==> config.mk <==
export PLATFORM = sky130hd
export DESIGN_NAME = fps_status_poller
export DESIGN_NICKNAME = d
export VERILOG_FILES = /design/src/shared/fps_pkg.sv /design/src/hdl/fps_bus_cycle.sv /design/src/hdl/fps_status_poller.sv
export VERILOG_INCLUDE_DIRS = /design/src /design/src/shared
export SDC_FILE = /design/constraint.sdc
export NUM_CORES = 1
export LEC_CHECK = 0
export ABC_CLOCK_PERIOD_IN_PS = 3600
export BUFFER_PORTS_ARGS = -buffer_cell sky130_fd_sc_hd__buf_2
export CAP_MARGIN = 5
export CORE_AREA = 2 2 137 172
export CTS_CLUSTER_SIZE = 28
export DETAILED_ROUTE_END_ITERATION = 10
export DIE_AREA = 0 0 139 174
export HOLD_SLACK_MARGIN = 0.02
export SLEW_MARGIN = 25
export SYNTH_ARGS = -nofsm -noshare
export SYNTH_HDL_FRONTEND = slang
export SYNTH_HIERARCHICAL = 1
export SYNTH_SLANG_ARGS = --single-unit
==> constraint.sdc <==
create_clock -name i_core_clk -period 3.6 [get_ports i_core_clk]
set_input_delay 0.36 -clock i_core_clk [delete_from_list [all_inputs] [get_ports i_core_clk]]
set_output_delay 0.36 -clock i_core_clk [all_outputs]
set_load 0.02 [all_outputs]
==> src/shared/fps_map.svh <==
// offsets, field positions, command codes and timing figures of the status poller
// assumes inclusion by bare name from the package and the design modules
`ifndef FPS_MAP_SVH
`define FPS_MAP_SVH

// ----------------------------------------
// widths of the flash pins
// ----------------------------------------
`define FPS_ADDR_W          23
`define FPS_DQ_W            16

// ----------------------------------------
// register offsets (byte addresses)
// ----------------------------------------
`define FPS_REG_CTRL        8'h00
`define FPS_REG_ADDR        8'h04
`define FPS_REG_EXPECT      8'h08
`define FPS_REG_STATUS      8'h0C

// ----------------------------------------
// control register fields
// ----------------------------------------
`define FPS_CTRL_START      0
`define FPS_CTRL_OP_LSB     1
`define FPS_CTRL_CLEAR      3

// ----------------------------------------
// status register fields
// ----------------------------------------
`define FPS_ST_BUSY         0
`define FPS_ST_DONE         1
`define FPS_ST_FAIL         2
`define FPS_ST_ABORT        3
`define FPS_ST_SUSP         4
`define FPS_ST_ESTART       5
`define FPS_ST_FAULTY       6
`define FPS_ST_RB           7
`define FPS_ST_BYTE_LSB     8

// ----------------------------------------
// status word bit positions on the data bus
// ----------------------------------------
`define FPS_DQ_POLL         7
`define FPS_DQ_TOGGLE       6
`define FPS_DQ_ERROR        5
`define FPS_DQ_ETIMER       3
`define FPS_DQ_ALT          2
`define FPS_DQ_ABORT        1

// ----------------------------------------
// recovery command codes and unlock addresses
// ----------------------------------------
`define FPS_CMD_RESET       8'hF0
`define FPS_CMD_UNLOCK1     8'hAA
`define FPS_CMD_UNLOCK2     8'h55
`define FPS_UNLOCK_ADDR1    23'h000555
`define FPS_UNLOCK_ADDR2    23'h0002AA

// ----------------------------------------
// bus timing in ns
// ----------------------------------------
`define FPS_CLK_PERIOD_NS   25
`define FPS_T_ACCESS_NS     100
`define FPS_T_WPULSE_NS     50
`define FPS_T_RECOVER_NS    25

`endif

==> src/shared/fps_pkg.sv <==
// types shared by the status poller and its bus cycle engine
// assumes fps_map.svh is on the include path
`include "fps_map.svh"

package fps_pkg;

  typedef enum logic [1:0] {
    OP_PROGRAM  = 2'b00,
    OP_ERASE    = 2'b01,
    OP_BUFFERED = 2'b10
  } op_t;

  typedef enum logic [1:0] {
    CYC_IDLE = 2'b00,
    CYC_ACT  = 2'b01,
    CYC_REC  = 2'b10
  } cyc_state_t;

  typedef enum logic [2:0] {
    P_IDLE  = 3'b000,
    P_RD1   = 3'b001,
    P_RD2   = 3'b010,
    P_EVAL  = 3'b011,
    P_RCHK1 = 3'b100,
    P_RCHK2 = 3'b101,
    P_CMD   = 3'b110
  } poll_state_t;

  typedef struct packed {
    logic                  write;
    logic [`FPS_ADDR_W-1:0] addr;
    logic [`FPS_DQ_W-1:0]   data;
  } bus_req_t;

  typedef struct packed {
    logic [`FPS_ADDR_W-1:0] addr;
    logic                  ce_n;
    logic                  oe_n;
    logic                  we_n;
    logic [`FPS_DQ_W-1:0]   dq_out;
    logic                  dq_oe;
  } flash_pins_t;

endpackage

==> src/hdl/fps_bus_cycle.sv <==
// one asynchronous flash read or write cycle per request, pins from flops
// assumes requests only arrive while o_idle is high
`timescale 1ns/1ps
`include "fps_map.svh"

module fps_bus_cycle #(
  parameter int RD_CYC  = 4,
  parameter int WR_CYC  = 2,
  parameter int REC_CYC = 1
) (
  input  wire logic                  i_core_clk,
  input  wire logic                  i_rst_n,
  input  wire logic                  i_req,
  input  wire fps_pkg::bus_req_t     i_cmd,
  input  wire logic [`FPS_DQ_W-1:0]  i_dq,
  output fps_pkg::flash_pins_t       o_pins,
  output logic [`FPS_DQ_W-1:0]       o_rdata,
  output logic                       o_done,
  output logic                       o_idle
);

  typedef struct packed {
    fps_pkg::cyc_state_t   st;
    logic [7:0]            cnt;
    logic                  wr;
    fps_pkg::flash_pins_t  pins;
    logic [`FPS_DQ_W-1:0]  rdata;
    logic                  done;
  } cyc_t;

  cyc_t s_reg;
  cyc_t s_next;

  always_comb begin
    s_next      = s_reg;
    s_next.done = 1'b0;
    case (s_reg.st)
      fps_pkg::CYC_IDLE: begin
        if (i_req) begin
          s_next.wr           = i_cmd.write;
          s_next.pins.addr    = i_cmd.addr;
          s_next.pins.ce_n    = 1'b0;
          s_next.pins.oe_n    = i_cmd.write;
          s_next.pins.we_n    = ~i_cmd.write;
          s_next.pins.dq_out  = i_cmd.data;
          s_next.pins.dq_oe   = i_cmd.write;
          s_next.cnt          = i_cmd.write ? 8'(WR_CYC - 1) : 8'(RD_CYC - 1);
          s_next.st           = fps_pkg::CYC_ACT;
        end
      end
      fps_pkg::CYC_ACT: begin
        if (s_reg.cnt == 8'h00) begin
          if (!s_reg.wr) begin
            s_next.rdata = i_dq;
          end
          // strobe trailing edge ends the access; device advances toggles here
          s_next.pins.ce_n = 1'b1;
          s_next.pins.oe_n = 1'b1;
          s_next.pins.we_n = 1'b1;
          s_next.cnt       = 8'(REC_CYC - 1);
          s_next.st        = fps_pkg::CYC_REC;
        end else begin
          s_next.cnt = s_reg.cnt - 8'h01;
        end
      end
      fps_pkg::CYC_REC: begin
        // data held through recovery so the write latches cleanly
        if (s_reg.cnt == 8'h00) begin
          s_next.pins.dq_oe = 1'b0;
          s_next.done       = 1'b1;
          s_next.st         = fps_pkg::CYC_IDLE;
        end else begin
          s_next.cnt = s_reg.cnt - 8'h01;
        end
      end
      default: begin
        s_next.st = fps_pkg::CYC_IDLE;
      end
    endcase
  end

  always_ff @(posedge i_core_clk or negedge i_rst_n) begin
    if (!i_rst_n) begin
      s_reg           <= '0;
      s_reg.pins.ce_n <= 1'b1;
      s_reg.pins.oe_n <= 1'b1;
      s_reg.pins.we_n <= 1'b1;
    end else begin
      s_reg <= s_next;
    end
  end

  assign o_pins  = s_reg.pins;
  assign o_rdata = s_reg.rdata;
  assign o_done  = s_reg.done;
  assign o_idle  = (s_reg.st == fps_pkg::CYC_IDLE);

endmodule // fps_bus_cycle

==> src/hdl/fps_status_poller.sv <==
// host side status poller for a parallel program/erase flash
// assumes the flash pins are synchronous to i_core_clk; the testbench resolves the dq wire
`timescale 1ns/1ps
`include "fps_map.svh"

module fps_status_poller #(
  parameter int RD_CYC  = (`FPS_T_ACCESS_NS + `FPS_CLK_PERIOD_NS - 1) / `FPS_CLK_PERIOD_NS,
  parameter int WR_CYC  = (`FPS_T_WPULSE_NS + `FPS_CLK_PERIOD_NS - 1) / `FPS_CLK_PERIOD_NS,
  parameter int REC_CYC = (`FPS_T_RECOVER_NS + `FPS_CLK_PERIOD_NS - 1) / `FPS_CLK_PERIOD_NS
) (
  input  wire logic                  i_core_clk,
  input  wire logic                  i_rst_n,
  input  wire logic [7:0]            i_reg_addr,
  input  wire logic [31:0]           i_reg_wdata,
  input  wire logic                  i_reg_wr,
  input  wire logic                  i_reg_rd,
  output logic [31:0]                o_reg_rdata,
  input  wire logic [`FPS_DQ_W-1:0]  i_dq,
  input  wire logic                  i_ready_busy_pin,
  output fps_pkg::flash_pins_t       o_flash,
  output logic                       o_busy
);

  // ----------------------------------------
  // state
  // ----------------------------------------
  typedef struct packed {
    fps_pkg::poll_state_t   st;
    fps_pkg::op_t           op;
    logic [`FPS_ADDR_W-1:0] addr;
    logic [7:0]             expect_byte;
    logic [7:0]             first;
    logic [7:0]             second;
    logic                   busy;
    logic                   done;
    logic                   fail;
    logic                   abort;
    logic                   susp;
    logic                   estart;
    logic                   faulty;
    logic                   rb;
    logic                   abort_seq;
    logic [1:0]             cmd_idx;
    logic                   req;
    fps_pkg::bus_req_t      cmd;
    logic [31:0]            rdata;
  } poll_t;

  poll_t                  s_reg;
  poll_t                  s_next;
  logic                   cyc_done;
  logic                   cyc_idle;
  logic [`FPS_DQ_W-1:0]   cyc_rdata;
  fps_pkg::flash_pins_t   cyc_pins;

  fps_bus_cycle #(
    .RD_CYC  (RD_CYC),
    .WR_CYC  (WR_CYC),
    .REC_CYC (REC_CYC)
  ) u_cycle (
    .i_core_clk (i_core_clk),
    .i_rst_n    (i_rst_n),
    .i_req      (s_reg.req),
    .i_cmd      (s_reg.cmd),
    .i_dq       (i_dq),
    .o_pins     (cyc_pins),
    .o_rdata    (cyc_rdata),
    .o_done     (cyc_done),
    .o_idle     (cyc_idle)
  );

  // ----------------------------------------
  // recovery command table
  // ----------------------------------------
  function automatic fps_pkg::bus_req_t cmd_entry(input logic abort_seq,
                                                  input logic [1:0] idx,
                                                  input logic [`FPS_ADDR_W-1:0] a);
    fps_pkg::bus_req_t r;
    r.write = 1'b1;
    r.addr  = a;
    r.data  = `FPS_DQ_W'(`FPS_CMD_RESET);
    if (abort_seq) begin
      if (idx == 2'h0) begin
        r.addr = `FPS_UNLOCK_ADDR1;
        r.data = `FPS_DQ_W'(`FPS_CMD_UNLOCK1);
      end else if (idx == 2'h1) begin
        r.addr = `FPS_UNLOCK_ADDR2;
        r.data = `FPS_DQ_W'(`FPS_CMD_UNLOCK2);
      end else begin
        r.addr = `FPS_UNLOCK_ADDR1;
      end
    end
    return r;
  endfunction

  function automatic fps_pkg::bus_req_t read_req(input logic [`FPS_ADDR_W-1:0] a);
    fps_pkg::bus_req_t r;
    r.write = 1'b0;
    r.addr  = a;
    r.data  = '0;
    return r;
  endfunction

  // ----------------------------------------
  // next state
  // ----------------------------------------
  always_comb begin
    logic tog6;
    logic tog2;
    logic clr;
    tog6   = s_reg.first[`FPS_DQ_TOGGLE] ^ s_reg.second[`FPS_DQ_TOGGLE];
    tog2   = s_reg.first[`FPS_DQ_ALT] ^ s_reg.second[`FPS_DQ_ALT];
    clr    = 1'b0;
    s_next = s_reg;
    s_next.req = 1'b0;
    s_next.rb  = i_ready_busy_pin;
    s_next.rdata = '0;

    // register port; clear happens first so a same-cycle event still lands
    if (i_reg_wr) begin
      if (i_reg_addr == `FPS_REG_CTRL) begin
        clr = i_reg_wdata[`FPS_CTRL_CLEAR];
        if (i_reg_wdata[`FPS_CTRL_START] && !s_reg.busy) begin
          clr            = 1'b1;
          s_next.op      = fps_pkg::op_t'(i_reg_wdata[`FPS_CTRL_OP_LSB +: 2]);
          s_next.busy    = 1'b1;
          s_next.req     = 1'b1;
          s_next.cmd     = read_req(s_reg.addr);
          s_next.st      = fps_pkg::P_RD1;
        end
      end else if (i_reg_addr == `FPS_REG_ADDR) begin
        if (!s_reg.busy) begin
          s_next.addr = i_reg_wdata[`FPS_ADDR_W-1:0];
        end
      end else if (i_reg_addr == `FPS_REG_EXPECT) begin
        if (!s_reg.busy) begin
          s_next.expect_byte = i_reg_wdata[7:0];
        end
      end
    end
    if (clr) begin
      s_next.done   = 1'b0;
      s_next.fail   = 1'b0;
      s_next.abort  = 1'b0;
      s_next.susp   = 1'b0;
      s_next.estart = 1'b0;
      s_next.faulty = 1'b0;
    end
    if (i_reg_rd) begin
      if (i_reg_addr == `FPS_REG_CTRL) begin
        s_next.rdata[`FPS_CTRL_OP_LSB +: 2] = s_reg.op;
      end else if (i_reg_addr == `FPS_REG_ADDR) begin
        s_next.rdata[`FPS_ADDR_W-1:0] = s_reg.addr;
      end else if (i_reg_addr == `FPS_REG_EXPECT) begin
        s_next.rdata[7:0] = s_reg.expect_byte;
      end else if (i_reg_addr == `FPS_REG_STATUS) begin
        s_next.rdata[`FPS_ST_BUSY]   = s_reg.busy;
        s_next.rdata[`FPS_ST_DONE]   = s_reg.done;
        s_next.rdata[`FPS_ST_FAIL]   = s_reg.fail;
        s_next.rdata[`FPS_ST_ABORT]  = s_reg.abort;
        s_next.rdata[`FPS_ST_SUSP]   = s_reg.susp;
        s_next.rdata[`FPS_ST_ESTART] = s_reg.estart;
        s_next.rdata[`FPS_ST_FAULTY] = s_reg.faulty;
        s_next.rdata[`FPS_ST_RB]     = s_reg.rb;
        s_next.rdata[`FPS_ST_BYTE_LSB +: 8] = s_reg.second;
      end
    end

    // ----------------------------------------
    // polling sequence
    // ----------------------------------------
    case (s_reg.st)
      fps_pkg::P_IDLE: begin
      end
      fps_pkg::P_RD1, fps_pkg::P_RCHK1: begin
        if (cyc_done) begin
          s_next.first = cyc_rdata[7:0];
          s_next.req   = 1'b1;
          s_next.cmd   = read_req(s_reg.addr);
          s_next.st    = (s_reg.st == fps_pkg::P_RD1) ? fps_pkg::P_RD2 : fps_pkg::P_RCHK2;
        end
      end
      fps_pkg::P_RD2: begin
        if (cyc_done) begin
          s_next.second = cyc_rdata[7:0];
          s_next.st     = fps_pkg::P_EVAL;
        end
      end
      fps_pkg::P_EVAL: begin
        // bit 3 only means something for erase
        if (s_reg.op == fps_pkg::OP_ERASE) begin
          s_next.estart = s_reg.second[`FPS_DQ_ETIMER];
        end
        if (!tog6) begin
          // a steady bit 6 is either read mode or a settled suspend
          if (s_reg.op == fps_pkg::OP_ERASE && tog2 && s_reg.second[`FPS_DQ_POLL]) begin
            s_next.susp = 1'b1;
          end else if (s_reg.op != fps_pkg::OP_ERASE &&
                       s_reg.second[`FPS_DQ_POLL] != s_reg.expect_byte[`FPS_DQ_POLL]) begin
            s_next.fail = 1'b1;
          end else begin
            s_next.done = 1'b1;
          end
          s_next.busy = 1'b0;
          s_next.st   = fps_pkg::P_IDLE;
        end else if (s_reg.op == fps_pkg::OP_BUFFERED && s_reg.second[`FPS_DQ_ABORT]) begin
          s_next.abort     = 1'b1;
          s_next.abort_seq = 1'b1;
          s_next.cmd_idx   = 2'h0;
          s_next.req       = 1'b1;
          s_next.cmd       = cmd_entry(1'b1, 2'h0, s_reg.addr);
          s_next.st        = fps_pkg::P_CMD;
        end else if (s_reg.second[`FPS_DQ_ERROR]) begin
          // error may have landed just as the operation finished: look twice more
          s_next.req = 1'b1;
          s_next.cmd = read_req(s_reg.addr);
          s_next.st  = fps_pkg::P_RCHK1;
        end else begin
          // still running: last read becomes the reference for the next one
          s_next.first = s_reg.second;
          s_next.req   = 1'b1;
          s_next.cmd   = read_req(s_reg.addr);
          s_next.st    = fps_pkg::P_RD2;
        end
      end
      fps_pkg::P_RCHK2: begin
        if (cyc_done) begin
          s_next.second = cyc_rdata[7:0];
          if ((s_reg.first[`FPS_DQ_TOGGLE] ^ cyc_rdata[`FPS_DQ_TOGGLE]) == 1'b0) begin
            s_next.done = 1'b1;
            s_next.busy = 1'b0;
            s_next.st   = fps_pkg::P_IDLE;
          end else begin
            s_next.fail = 1'b1;
            if (s_reg.op == fps_pkg::OP_ERASE) begin
              s_next.faulty = s_reg.first[`FPS_DQ_ALT] ^ cyc_rdata[`FPS_DQ_ALT];
            end
            s_next.abort_seq = 1'b0;
            s_next.cmd_idx   = 2'h0;
            s_next.req       = 1'b1;
            s_next.cmd       = cmd_entry(1'b0, 2'h0, s_reg.addr);
            s_next.st        = fps_pkg::P_CMD;
          end
        end
      end
      fps_pkg::P_CMD: begin
        if (cyc_done) begin
          if (!s_reg.abort_seq || s_reg.cmd_idx == 2'h2) begin
            s_next.busy = 1'b0;
            s_next.st   = fps_pkg::P_IDLE;
          end else begin
            s_next.cmd_idx = s_reg.cmd_idx + 2'h1;
            s_next.req     = 1'b1;
            s_next.cmd     = cmd_entry(1'b1, s_reg.cmd_idx + 2'h1, s_reg.addr);
          end
        end
      end
      default: begin
        s_next.st = fps_pkg::P_IDLE;
      end
    endcase
    // the engine only takes a request while idle; every request but the start one follows a done
    s_next.req = s_next.req & (cyc_idle | cyc_done);
  end

  always_ff @(posedge i_core_clk or negedge i_rst_n) begin
    if (!i_rst_n) begin
      s_reg <= '0;
    end else begin
      s_reg <= s_next;
    end
  end

  assign o_reg_rdata = s_reg.rdata;
  assign o_busy      = s_reg.busy;
  assign o_flash     = cyc_pins;

endmodule // fps_status_poller

# Word level (Yosys, flattened, before mapping)
# Cells that the tools add are included.
# word_totals
reg_bits	189
latch_bits	0
ramBits	0
rom_bits	0
inputBits	61
output_inout_bits	76
word_cells	204
memories	0
# classes
add_sub_neg	2
mul	0
div_mod_pow	0
magnitude_cmp	0
eq_ne	31
shifts	0
n_mux	94
n_bitwise	11
reduce_logical	34
# ops
cell	count
$mux W41	4
$pmux W41 S4	1
$mux W44	3
$mux W43	2
$mux W8	9
$mux W23	3
$mux W54	1
$mux W3	14
$mux W40	1
$mux W36	1
$mux W16	2
$mux W31	1
$mux W7	4
$mux W27	1
$mux W1	24
$pmux W8 S3	1
$mux W11	2
$reduce_and A3 Y1	7
$mux W20	1
$pmux W3 S6	1
$eq A8 B4 Y1 const B	2
$logic_not A8 Y1	2
$ne A2 B2 Y1 const B	8
$pmux W8 S2	1
other kinds (35)	76

# Longest topological paths before layout
# Gate-level depths: netlist of run 1.
# logic_depth
ltp_word	10
depth_mapped	8
depth_no_buf	7

# Cells and area by module
# The synthesis of run 1 kept the hierarchy.
# modules_own_cells
module	instances	cells_each	area_each_um2	seq_area_each_um2
fps_status_poller	1	504	5675.4	3027.9
fps_bus_cycle	1	277	3470.8	1780.5

# Worst setup path after synthesis of run 1
# No wires, ideal clock.
# synth_path
kind	in2reg
startpoint	in i_reg_addr[1]
endpoint	reg s_reg[58] (netlist bit)
setup_ns	0.126
t_arrival_ns	2.149
required_ns	3.474
path_slack_ns	1.325
path_stages	5
path_buffers	1
path_cell_list	or4_4 or4b_4 buf_6 a221o_1 a221o_1
# synth_rtl
item	line_no	source
from (decl)	fps_status_poller.sv:13	input wire logic [7:0] i_reg_addr,
to (signal assigned)	fps_status_poller.sv:270	s_reg <= s_next;
to (decl)	fps_status_poller.sv:49	poll_t s_reg;

==> run summary, run 1 <==
• **Port-buffer cells** 110
• **register-to-register setup slack** 1.01 ns
• **failing checks** negative hold slack
• **Final ANT Viol Nets** 0
• **Worst-Margin Slew** 0.897 ns
• **outcome** finished, violations left
• **startpoint of the worst-slack reg-to-reg timing path** s_reg[73]
• **minimum hold slack** -0.0253 ns
• **DRC violation count after routing** 0
• **aggregate negative setup slack** 0 ns
• **number of DRC violations after detailed-routing iteration 0** 374
• **final core utilization** 42.7%
• **pin count of the biggest net entering global routing** 95
• **Largest stage delay, worst path** 0.48 ns
• **capturing element type of the critical path** register
• **number of instances in the placed design** 1059
• **setup clock skew after layout** 0.0125 ns
• **antenna diode instance count** 0
• **gr ovfl total** 0
• **clock slew seen by the registers of the worst setup and hold paths** 0.07 ns
• **highest net fanout along the worst path** 17
• **FP Rows** 62
• **routability congestion estimate from global placement** 0.970
• **number of cells in the finished layout apart from fillers** 1092
• **clock network fraction of design power** 37.5%
• **leakage** 4.85 nW
• **synthesis warning total** 6
• **initial antenna violation count** 1
• **die area** 24200 um2
• **switching fraction of total power** 28.5%
• **cell count after synthesis** 757
• **max_cap viols** 0
• **post-detailed-route via-to-cell ratio** 5.19
• **CP cell instances** inv_1 -> ha_1 -> nand3b_1 -> a311oi_1 -> and3b_1 -> o221ai_4 -> a221o_1
• **die extent in y** 174 um
• **critical path startpoint category** register
• **Final Cycle Share** 72.0%
• **Crit. path cell count** 7
• **share of power burned in registers** 45.8%
• **critical setup path kind** register to register
• **mean instance size in the synthesized netlist** 11.6 um2
• **Combinational Power Share** 16.7%
• **number of global-route vias before repair** 5759
• **vias** 5672
• **initial cell density of the core** 38.7%
• **setup repair after global routing missed its margin** false
• **final setup violation count** 0
• **Fmax** 0.386 GHz
• **number of buffers inserted during clock tree synthesis** 17
• **clock latency on the worst-skew pair** 0.43 ns
• **max-slew violation total from the final report** 0
• **number of detailed-route iterations in the first pass** 5
• **Period minus WS final** 2.59 ns
• **H-tree levels** 4
• **combined area of all synthesized cells** 8770 um2
• **IR drop worst, VDD** 0.270 mV
• **Clock Root Buffer** sky130_fd_sc_hd__clkbuf_16
• **headroom to the max-slew limit** 39.9%
• **Max Buffers Root-to-Sink** 2
• **switching power of the nets** 1.51 mW
• **Arr. time, crit path** 2.91 ns
• **end of the worst register-to-register path** s_reg[57]
• **cell family with most CP delay** compound AO/OA/AOI/OAI gates
• **area of the core region** 22700 um2
• **Chip Width** 139 um
• **flip-flop count of the largest register after layout** 97
• **worst min-delay path category** input port to asynchronous set/reset pin
• **average routed wire per standard cell** 17.9 um
• **share of final-layout standard cells stronger than drive strength 1** 32.1%
• **filler cell count** 2135
• **slowest stage cell on the critical path** sky130_fd_sc_hd__a311oi_1
• **Crit path required time** 3.91 ns
• **detailed placer's ending HPWL** 13900 um
• **depth of the most critical reg-to-reg path** 7
• **area delta synth->final** 10.3%
• **CTS tree** yes
• **GR Util All Layers** 16.7%
• **cell-internal power** 3.79 mW
• **count of buffer and inverter cells on the critical path** 1
• **global-route wire length before repair** 31800 um
• **Routed Wire Length** 19600 um
• **Ports** 137
• **number of hold-slack violations in the final timing report** 14
• **power density over cell area** 548 nW/um2
• **Nets** 862
• **number of sinks driven by the clock tree** 184
## worst max-delay path by stage
stage / endpoint / startpoint / slack [ns]
2_1_floorplan: s_reg[58] / i_reg_addr[1] / 1.33
3_3_place_gp: s_reg[53] / i_reg_addr[1] / 0.95
3_5_place_dp: s_reg[57] / i_reg_addr[1] / 0.94
4_1_cts: s_reg[57] / s_reg[73] / 0.99
5_1_grt: s_reg[53] / s_reg[73] / 0.82
6_report: s_reg[57] / s_reg[73] / 1.01
## final cells by class
| class | instances | area, um2 | area share (%) |
|---|---|---|---|
| Timing Repair Buffer | 120 | 649 | 6.71 |
| Inverter | 18 | 67.6 | 0.699 |
| Clock buffer | 22 | 474 | 4.90 |
| Clock inverter | 10 | 155 | 1.60 |
| Tap cell | 288 | 360 | 3.73 |
| Multi-Input combinational cell | 450 | 3360 | 34.7 |
| Sequential cell | 184 | 4610 | 47.6 |
## through the flow
step / setup WS (ns) / power (mW) / instance area (um2)
finish: 1.01 / 5.30 / 9670
global route: 0.824 / 5.57 / 9670
CTS: 0.992 / 5.37 / 9670
detailed placement: 0.937 / 3.35 / 9030
global placement: 0.946 / 3.33 / 9030
floorplan: 1.33 / 3.15 / 8800
## power by group through the flow
| stage | clock network [mW] | registers [mW] | logic, mW |
|---|---|---|---|
| after floorplan | 0 | 2.37 | 0.779 |
| after global placement | 0 | 2.46 | 0.875 |
| after detailed placement | 0 | 2.46 | 0.887 |
| after CTS | 2.05 | 2.43 | 0.893 |
| after global routing | 2.11 | 2.46 | 0.997 |
| final | 1.99 | 2.43 | 0.886 |
## worst register-to-register path, cell delays in order, from the launching register on
cell and delay (ns):
sky130_fd_sc_hd__dfrtp_1 0.38, sky130_fd_sc_hd__inv_1 0.09, sky130_fd_sc_hd__ha_1 0.22, sky130_fd_sc_hd__nand3b_1 0.28, sky130_fd_sc_hd__a311oi_1 0.49, sky130_fd_sc_hd__and3b_1 0.31, sky130_fd_sc_hd__o221ai_4 0.32, sky130_fd_sc_hd__a221o_1 0.40
## metal layers
metal,vias up,track usage [%],wire (um)
met5,-,0,16
met4,2,6.06,336
met3,27,3.25,752
met2,138,27.8,9820
met1,2833,21.6,8650
li1,2672,-,-
## placed cells by master (no fill, tap or decap), types with 4 or more instances in the layout
cell type,count
sky130_fd_sc_hd__mux2_2,88
sky130_fd_sc_hd__buf_4,8
sky130_fd_sc_hd__nor2_1,48
sky130_fd_sc_hd__dfrtp_1,181
sky130_fd_sc_hd__nand3_1,11
sky130_fd_sc_hd__a221o_1,9
sky130_fd_sc_hd__nand2_1,35
sky130_fd_sc_hd__a31oi_1,6
sky130_fd_sc_hd__a21o_1,5
sky130_fd_sc_hd__a21oi_1,36
sky130_fd_sc_hd__conb_1,9
sky130_fd_sc_hd__and2_1,19
sky130_fd_sc_hd__ha_1,10
sky130_fd_sc_hd__nand2b_1,10
sky130_fd_sc_hd__nand3b_1,4
sky130_fd_sc_hd__a211oi_1,5
sky130_fd_sc_hd__a22oi_1,5
sky130_fd_sc_hd__o21ai_0,18
sky130_fd_sc_hd__a22o_1,14
sky130_fd_sc_hd__buf_2,109
sky130_fd_sc_hd__clkbuf_8,4
sky130_fd_sc_hd__xnor2_1,4
sky130_fd_sc_hd__o211ai_1,4
sky130_fd_sc_hd__inv_1,18
sky130_fd_sc_hd__o22ai_1,7
sky130_fd_sc_hd__or3_1,5
sky130_fd_sc_hd__nor3_1,9
sky130_fd_sc_hd__mux2i_1,16
sky130_fd_sc_hd__o21a_1,5
sky130_fd_sc_hd__nor2b_1,5
sky130_fd_sc_hd__clkbuf_16,17
## timing repair
action	in CTS	in global routing
buffers inserted	0	0
hold buffers	1	0
resized for setup	0	0
endpoints found under the hold margin	1	0
Power figures use the tool's default switching activity.
==> inputs of run 2 (changes only) <==
- ABC_CLOCK_PERIOD_IN_PS: 3600 -> 2150
- clock period: 3.6 -> 2.15 ns (I/O delays scaled with it)
==> run 2 against run 1 <==
Against the previous run: the flow now finishes without violations; flip-flop and latch count did not move; final cell count rose by 9.2%; final area rose by 11%; sequential share of layout area fell by 4.6 points; utilization rose by 4.6 points; setup slack got worse by 0.97 ns; largest cell class unchanged; via count rose by 8.8%; die area did not move; critical endpoint is now s_reg[65]; critical path type unchanged; non-clock buffer count rose by 98.
==> run summary, run 2 (synthesized netlist as in run 1, its figures left out) <==
• **clock slew seen by the registers of the worst setup and hold paths** 0.07 ns, about the same
• **average routed wire per standard cell** 17.7 um, was 17.9 um
• **filler cell count** 2125, was 2135
• **routed metal-1 wirelength** 9130 um, was 8650 um
• **share of final-layout standard cells stronger than drive strength 1** 38.4%, was 32.1%
• **flip-flop count of the largest register after layout** 97, unchanged
• **global-route wire length before repair** 33500 um, was 31800 um
• **number of cells in the finished layout apart from fillers** 1192, was 1092
• **Final Power** 9.37 mW, was 5.30 mW
• **CTS tree** yes, unchanged
• **worst setup path start** s_reg[74], was s_reg[73]
• **Crit path required time** 2.47 ns, was 3.91 ns
• **number of instances in the placed design** 1125, was 1059
• **die area** 24200 um2, unchanged
• **antenna diode instance count** 0, unchanged
• **number of hold-slack violations in the final timing report** 0, was 14
• **leakage** 5.40 nW, was 4.85 nW
• **initial antenna violation count** 0, was 1
• **cell-internal power** 6.69 mW, was 3.79 mW
• **Ports** 137, unchanged
• **outcome** finished, final reports clean, was finished, violations left
• **number of DRC violations after detailed-routing iteration 0** 406, was 374
• **worst min-delay path category** input port to register, was input port to asynchronous set/reset pin
• **clock latency on the worst-skew pair** 0.44 ns, was 0.43 ns
• **max-slew violation total from the final report** 0, unchanged
• **DRC violation count after routing** 0, unchanged
• **end of the worst register-to-register path** s_reg[65], was s_reg[57]
• **Port-buffer cells** 110, unchanged
• **register-to-register setup slack** 0.03 ns, was 1.01 ns
• **post-detailed-route via-to-cell ratio** 5.18, was 5.19
• **die extent in y** 174 um, unchanged
• **gr ovfl total** 0, unchanged
• **FP Rows** 62, unchanged
• **startpoint of the worst-slack reg-to-reg timing path** s_reg[74], was s_reg[73]
• **Hold Path End** s_reg[132]
• **Final Cycle Share** 98.4%, was 72.0%
• **switching power of the nets** 2.68 mW, was 1.51 mW
• **critical setup path kind** register to register, unchanged
• **post-route setup slack** 0.0336 ns, was 1.01 ns
• **setup repair after global routing missed its margin** true, was false
• **Clock Root Buffer** sky130_fd_sc_hd__clkbuf_16, unchanged
• **minimum hold slack** 0.0481 ns, was -0.0253 ns
• **vias** 6169, was 5672
• **pin count of the biggest net entering global routing** 69, was 95
• **depth of the most critical reg-to-reg path** 8, was 7
• **launch instance of the worst min-delay path** i_reg_wdata[2]
• **storage element area** 4610 um2, about the same
• **initial cell density of the core** 38.7%, unchanged
• **commonest cells after routing, fill and taps aside** 180 x sky130_fd_sc_hd__dfrtp_1, 109 x sky130_fd_sc_hd__buf_2, 88 x sky130_fd_sc_hd__mux2_2, 68 x sky130_fd_sc_hd__buf_4, 47 x sky130_fd_sc_hd__nor2_1, was 181 x sky130_fd_sc_hd__dfrtp_1, 109 x sky130_fd_sc_hd__buf_2, 88 x sky130_fd_sc_hd__mux2_2, 48 x sky130_fd_sc_hd__nor2_1, 36 x sky130_fd_sc_hd__a21oi_1
• **clock network fraction of design power** 36.7%, was 37.5%
• **GR Util All Layers** 17.8%, was 16.7%
• **share of power burned in registers** 42.8%, was 45.8%
• **Worst-Margin Slew** 0.623 ns, was 0.897 ns
• **area of the core region** 22700 um2, unchanged
• **Final ANT Viol Nets** 0, unchanged
• **detailed placer's ending HPWL** 14800 um, was 13900 um
• **switching fraction of total power** 28.6%, was 28.5%
• **Routed met3 length** 848 um, was 752 um
• **capturing element type of the critical path** register, unchanged
• **headroom to the max-slew limit** 57.4%, was 39.9%
• **area delta synth->final** 22.2%, was 10.3%
• **number of sinks driven by the clock tree** 184, unchanged
• **Max Buffers Root-to-Sink** 2, unchanged
• **setup clock skew after layout** 0.0153 ns, was 0.0125 ns
• **critical path startpoint category** register, unchanged
• **number of detailed-route iterations in the first pass** 5, unchanged
• **Arr. time, crit path** 2.44 ns, was 2.91 ns
• **H-tree levels** 4, unchanged
• **Min-Delay Path Depth** 3
• **Nets** 962, was 862
• **number of buffers inserted during clock tree synthesis** 17, unchanged
• **power density over cell area** 874 nW/um2, was 548 nW/um2
• **Period minus WS final** 2.12 ns, was 2.59 ns
• **most common cell after layout, fill and taps aside** sky130_fd_sc_hd__dfrtp_1, unchanged
• **post-placement setup slack** -0.120 ns, was 0.937 ns
• **total non-filler cell area in the finished layout** 10700 um2, was 9670 um2
• **post-detailed-placement cell area** 9610 um2, was 9030 um2
• **number of global-route vias before repair** 6143, was 5759
• **max_cap viols** 0, unchanged
• **Max Used Layer** met4, was met5
• **IR drop worst, VDD** 0.564 mV, was 0.270 mV
• **routability congestion estimate from global placement** 0.864, was 0.970
• **highest net fanout along the worst path** 6, was 17
• **final setup violation count** 0, unchanged
• **Fmax** 0.473 GHz, was 0.386 GHz
• **Met2 Wirelength** 10700 um, was 9820 um
• **Chip Width** 139 um, unchanged
• **Combinational Power Share** 20.5%, was 16.7%
• **Routed Wire Length** 21100 um, was 19600 um
• **multi-input gate area in the final layout** 3460 um2, was 3360 um2
-- run 2: routing by layer --
metal,vias to the layer above,global-route usage (%)
met5,-,0
met4,0,6.48
met3,28,3.39
met2,173,30.0
met1,3091,22.8
li1,2877,-
-- run 2: metrics by stage --
step / setup TNS (ns) / utilization, %
after global placement: -1.92 / 42.4
after detailed placement: -3.20 / 42.4
final: 0 / 47.3
after floorplan: 0 / -
after global routing: -1.42 / 47.3
after CTS: 0 / 46.9
-- run 2: area by class of cell --
type | count | share of cell area [%]
Sequential cell | 184 | 43.0
Inverter | 18 | 0.630
Timing Repair Buffer | 218 | 14.7
Multi-Input combinational cell | 452 | 32.2
Clock buffer | 18 | 4.10
Tap cell | 288 | 3.36
Clock inverter | 14 | 1.94
-- run 2: worst max-delay path: stages, from the launching register on --
cell                       delay, ns
sky130_fd_sc_hd__dfrtp_1        0.41
sky130_fd_sc_hd__ha_4           0.18
sky130_fd_sc_hd__nand3b_1       0.20
sky130_fd_sc_hd__a311oi_2       0.32
sky130_fd_sc_hd__and3b_2        0.30
sky130_fd_sc_hd__buf_12         0.13
sky130_fd_sc_hd__nor2_4         0.08
sky130_fd_sc_hd__buf_12         0.16
sky130_fd_sc_hd__a22o_1         0.22
-- run 2: worst max-delay path by stage --
stage               depth (start not counted)             end
finish                                      8       s_reg[65]
global route                                9       s_reg[63]
CTS                                         4       s_reg[58]
detailed placement                          9       s_reg[60]
global placement                            8  o_reg_rdata[2]
floorplan                                   8       s_reg[59]
-- run 2: timing repair --
| item | in CTS | in global routing |
|---|---|---|
| pin swaps | 3 | 13 |
| hold buffers | 29 | 0 |
| resized for setup | 4 | 16 |
| cloned | 2 | 1 |
| buffers inserted | 2 | 2 |
| endpoints found under the hold margin | 97 | 0 |
| setup endpoints to repair | 28 | 38 |
-- run 2: power groups by stage --
stage	Sequential, mW	Combinational, mW	Clock, mW
3_3_place_gp	4.07	1.82	0
4_1_cts	4.01	1.89	3.54
6_report	4.01	1.92	3.44
5_1_grt	4.05	2.12	3.68
2_1_floorplan	3.97	1.30	0
3_5_place_dp	4.08	1.83	0
==> inputs of run 3 (changes only) <==
==> constraint.sdc (replaced) <==
create_clock -name i_core_clk -period 2.15 [get_ports i_core_clk]
set_input_delay 0.1075 -clock i_core_clk [delete_from_list [all_inputs] [get_ports i_core_clk]]
set_output_delay 0.1075 -clock i_core_clk [all_outputs]
set_load 0.02 [all_outputs]
==> run 3 against run 2 <==
Against the previous run: die area unchanged; highest routed layer unchanged; final area is 1.6% lower; non-clock buffer count is 8 lower; largest cell class unchanged; critical path type unchanged; first-iteration DRC count decreased by 13%.
==> run summary, run 3 (synthesized netlist as in run 1, its figures left out) <==
• **number of hold-slack violations in the final timing report** 0, unchanged
• **GR Util All Layers** 17.0%, was 17.8%
• **number of global-route vias before repair** 6032, was 6143
• **DRC violation count after routing** 0, unchanged
• **setup repair after global routing missed its margin** true, unchanged
• **critical path startpoint category** register, unchanged
• **initial cell density of the core** 38.7%, unchanged
• **area of the core region** 22700 um2, unchanged
• **die area** 24200 um2, unchanged
• **Final Cycle Share** 97.5%, was 98.4%
• **outcome** finished, final reports clean, unchanged
• **area delta synth->final** 20.2%, was 22.2%
• **pin count of the biggest net entering global routing** 53, was 69
• **clock latency on the worst-skew pair** 0.43 ns, was 0.44 ns
• **FP Rows** 62, unchanged
• **Max Buffers Root-to-Sink** 2, unchanged
• **Crit. path cell count** 5, was 8
• **Worst-Margin Slew** 0.710 ns, was 0.623 ns
• **count of buffer and inverter cells on the critical path** 1, was 2
• **headroom to the max-slew limit** 51.5%, was 57.4%
• **most common cell after layout, fill and taps aside** sky130_fd_sc_hd__dfrtp_1, unchanged
• **antenna diode instance count** 0, unchanged
• **initial antenna violation count** 0, unchanged
• **Largest stage delay, worst path** 0.58 ns, was 0.41 ns
• **vias** 6052, was 6169
• **clock slew seen by the registers of the worst setup and hold paths** 0.07 ns, about the same
• **depth of the most critical reg-to-reg path** 5, was 8
• **global-route wire length before repair** 32400 um, was 33500 um
• **IR drop worst, VDD** 0.493 mV, was 0.564 mV
• **critical setup path kind** register to register, unchanged
• **power density over cell area** 859 nW/um2, was 874 nW/um2
• **flip-flop count of the largest register after layout** 97, unchanged
• **Crit path required time** 2.51 ns, was 2.47 ns
• **die extent in y** 174 um, unchanged
• **commonest cells after routing, fill and taps aside** 180 x sky130_fd_sc_hd__dfrtp_1, 109 x sky130_fd_sc_hd__buf_2, 88 x sky130_fd_sc_hd__mux2_2, 56 x sky130_fd_sc_hd__buf_4, 48 x sky130_fd_sc_hd__nor2_1, was 180 x sky130_fd_sc_hd__dfrtp_1, 109 x sky130_fd_sc_hd__buf_2, 88 x sky130_fd_sc_hd__mux2_2, 68 x sky130_fd_sc_hd__buf_4, 47 x sky130_fd_sc_hd__nor2_1
• **max_cap viols** 0, unchanged
• **H-tree levels** 4, unchanged
• **routability congestion estimate from global placement** 0.910, was 0.864
• **worst min-delay path category** input port to register, unchanged
• **detailed placer's ending HPWL** 14800 um, about the same
• **CP cell instances** nor4bb_2 -> or4b_4 -> o221ai_4 -> buf_4 -> a22o_1, was ha_4 -> nand3b_1 -> a311oi_2 -> and3b_2 -> buf_12 -> nor2_4 -> buf_12 -> a22o_1
• **post-detailed-placement cell area** 9550 um2, was 9610 um2
• **average routed wire per standard cell** 17.1 um, was 17.7 um
• **Nets** 952, was 962
• **Chip Width** 139 um, unchanged
• **max-slew violation total from the final report** 0, unchanged
• **Final ANT Viol Nets** 0, unchanged
• **minimum hold slack** 0.0676 ns, was 0.0481 ns
• **gr ovfl total** 0, unchanged
• **Fmax** 0.477 GHz, was 0.473 GHz
• **Period minus WS final** 2.10 ns, was 2.12 ns
• **CTS tree** yes, unchanged
• **highest net fanout along the worst path** 8, was 6
• **Arr. time, crit path** 2.45 ns, was 2.44 ns
• **Routed Wire Length** 20200 um, was 21100 um
• **cell family with most CP delay** simple AND/OR/NAND/NOR gates, unchanged
• **Ports** 137, unchanged
• **number of DRC violations after detailed-routing iteration 0** 355, was 406
• **number of sinks driven by the clock tree** 184, unchanged
• **slowest stage cell on the critical path** sky130_fd_sc_hd__or4b_4, was sky130_fd_sc_hd__dfrtp_1
• **setup clock skew after layout** 0.0120 ns, was 0.0153 ns
• **number of detailed-route iterations in the first pass** 5, unchanged
• **final setup violation count** 0, unchanged
• **Final Power** 9.06 mW, was 9.37 mW
• **Port-buffer cells** 110, unchanged
• **leakage** 5.30 nW, was 5.40 nW
• **post-detailed-route via-to-cell ratio** 5.13, was 5.18
• **capturing element type of the critical path** register, unchanged
• **aggregate negative setup slack** 0 ns, unchanged
• **number of buffers inserted during clock tree synthesis** 17, unchanged
• **Min-Delay Path Depth** 3, unchanged
• **total non-filler cell area in the finished layout** 10500 um2, was 10700 um2
• **share of final-layout standard cells stronger than drive strength 1** 36.1%, was 38.4%
• **Clock Root Buffer** sky130_fd_sc_hd__clkbuf_16, unchanged
## run 3: cell count changes in the layout (fill, tap and decap cells not counted), sizes merged
cell / before / now
buf: 187 / 175
bufinv: 4 / 3
clkbuf: 20 / 22
clkinv: 4 / 2
clkinvlp: 0 / 1
dlygate4sd3: 29 / 34
inv: 24 / 21
nor2: 50 / 49
o221ai: 4 / 3
## run 3: worst reg2reg max path: cells and delay by family, from the launching register on
kind	cells	cell delay, ns
AO/OA/AOI/OAI	2	0.53
buffers and inverters	1	0.21
flip-flops	1	0.41
AND/OR/NAND/NOR	2	0.89
## run 3: repair_timing
| action | 4_1_cts | 5_1_grt |
|---|---|---|
| gates resized for setup | 3 | 8 |
| hold buffers | 34 | 0 |
| gates cloned | 0 | 0 |
| pin swaps | 2 | 0 |
| setup endpoints to repair | 18 | 23 |
| buffers inserted | 0 | 1 |
| hold endpoints to repair | 92 | 0 |
## run 3: worst paths after layout
check / startpoint / end / slack, ns
worst max-delay path: o_busy / s_reg[61] / 0.05
worst min-delay path: i_reg_rd / o_reg_rdata[1] / 0.07
worst max register to register: o_busy / s_reg[61] / 0.05
worst min register to register: u_cycle/s_reg[60] / u_cycle/s_reg[60] / 0.47
max in group asynchronous: i_rst_n / u_cycle/o_pins[29] / 1.27
min in group asynchronous: i_rst_n / s_reg[33] / 0.20
## run 3: routing by layer
| layer | track usage, % | up-vias | share of wire (%) |
|---|---|---|---|
| met3 | 3.00 | 14 | 2.8 |
| met4 | 6.10 | 0 | 1.5 |
| li1 | - | 2853 | - |
| met5 | 0 | - | 0 |
| met2 | 28.9 | 109 | 52 |
| met1 | 21.9 | 3076 | 44 |
## run 3: metrics by stage
stage / cells / setup WS (ns) / utilization (%)
floorplan: 765 / 0.00212 / -
global placement: 1115 / -0.0545 / 42.2
detailed placement: 1115 / -0.0948 / 42.2
CTS: 1179 / 0.0140 / 46.4
global route: 1180 / -0.00607 / 46.5
finish: 1180 / 0.0535 / 46.5
## run 3: cell type report
class,count,area [um2]
Clock buffer,21,460
Clock inverter,9,140
Fill cell,2127,12100
Inverter,18,67.6
Multi-Input combinational cell,450,3390
Sequential cell,184,4610
Tap cell,288,360
Timing Repair Buffer,210,1510
## run 3: power by group
group / internal, mW / switching (mW) / leakage (nW)
Combinational: 0.880 / 0.962 / 2.51
Sequential: 3.75 / 0.266 / 2.49
Clock: 1.90 / 1.30 / 0.292
Total: 6.53 / 2.53 / 5.30
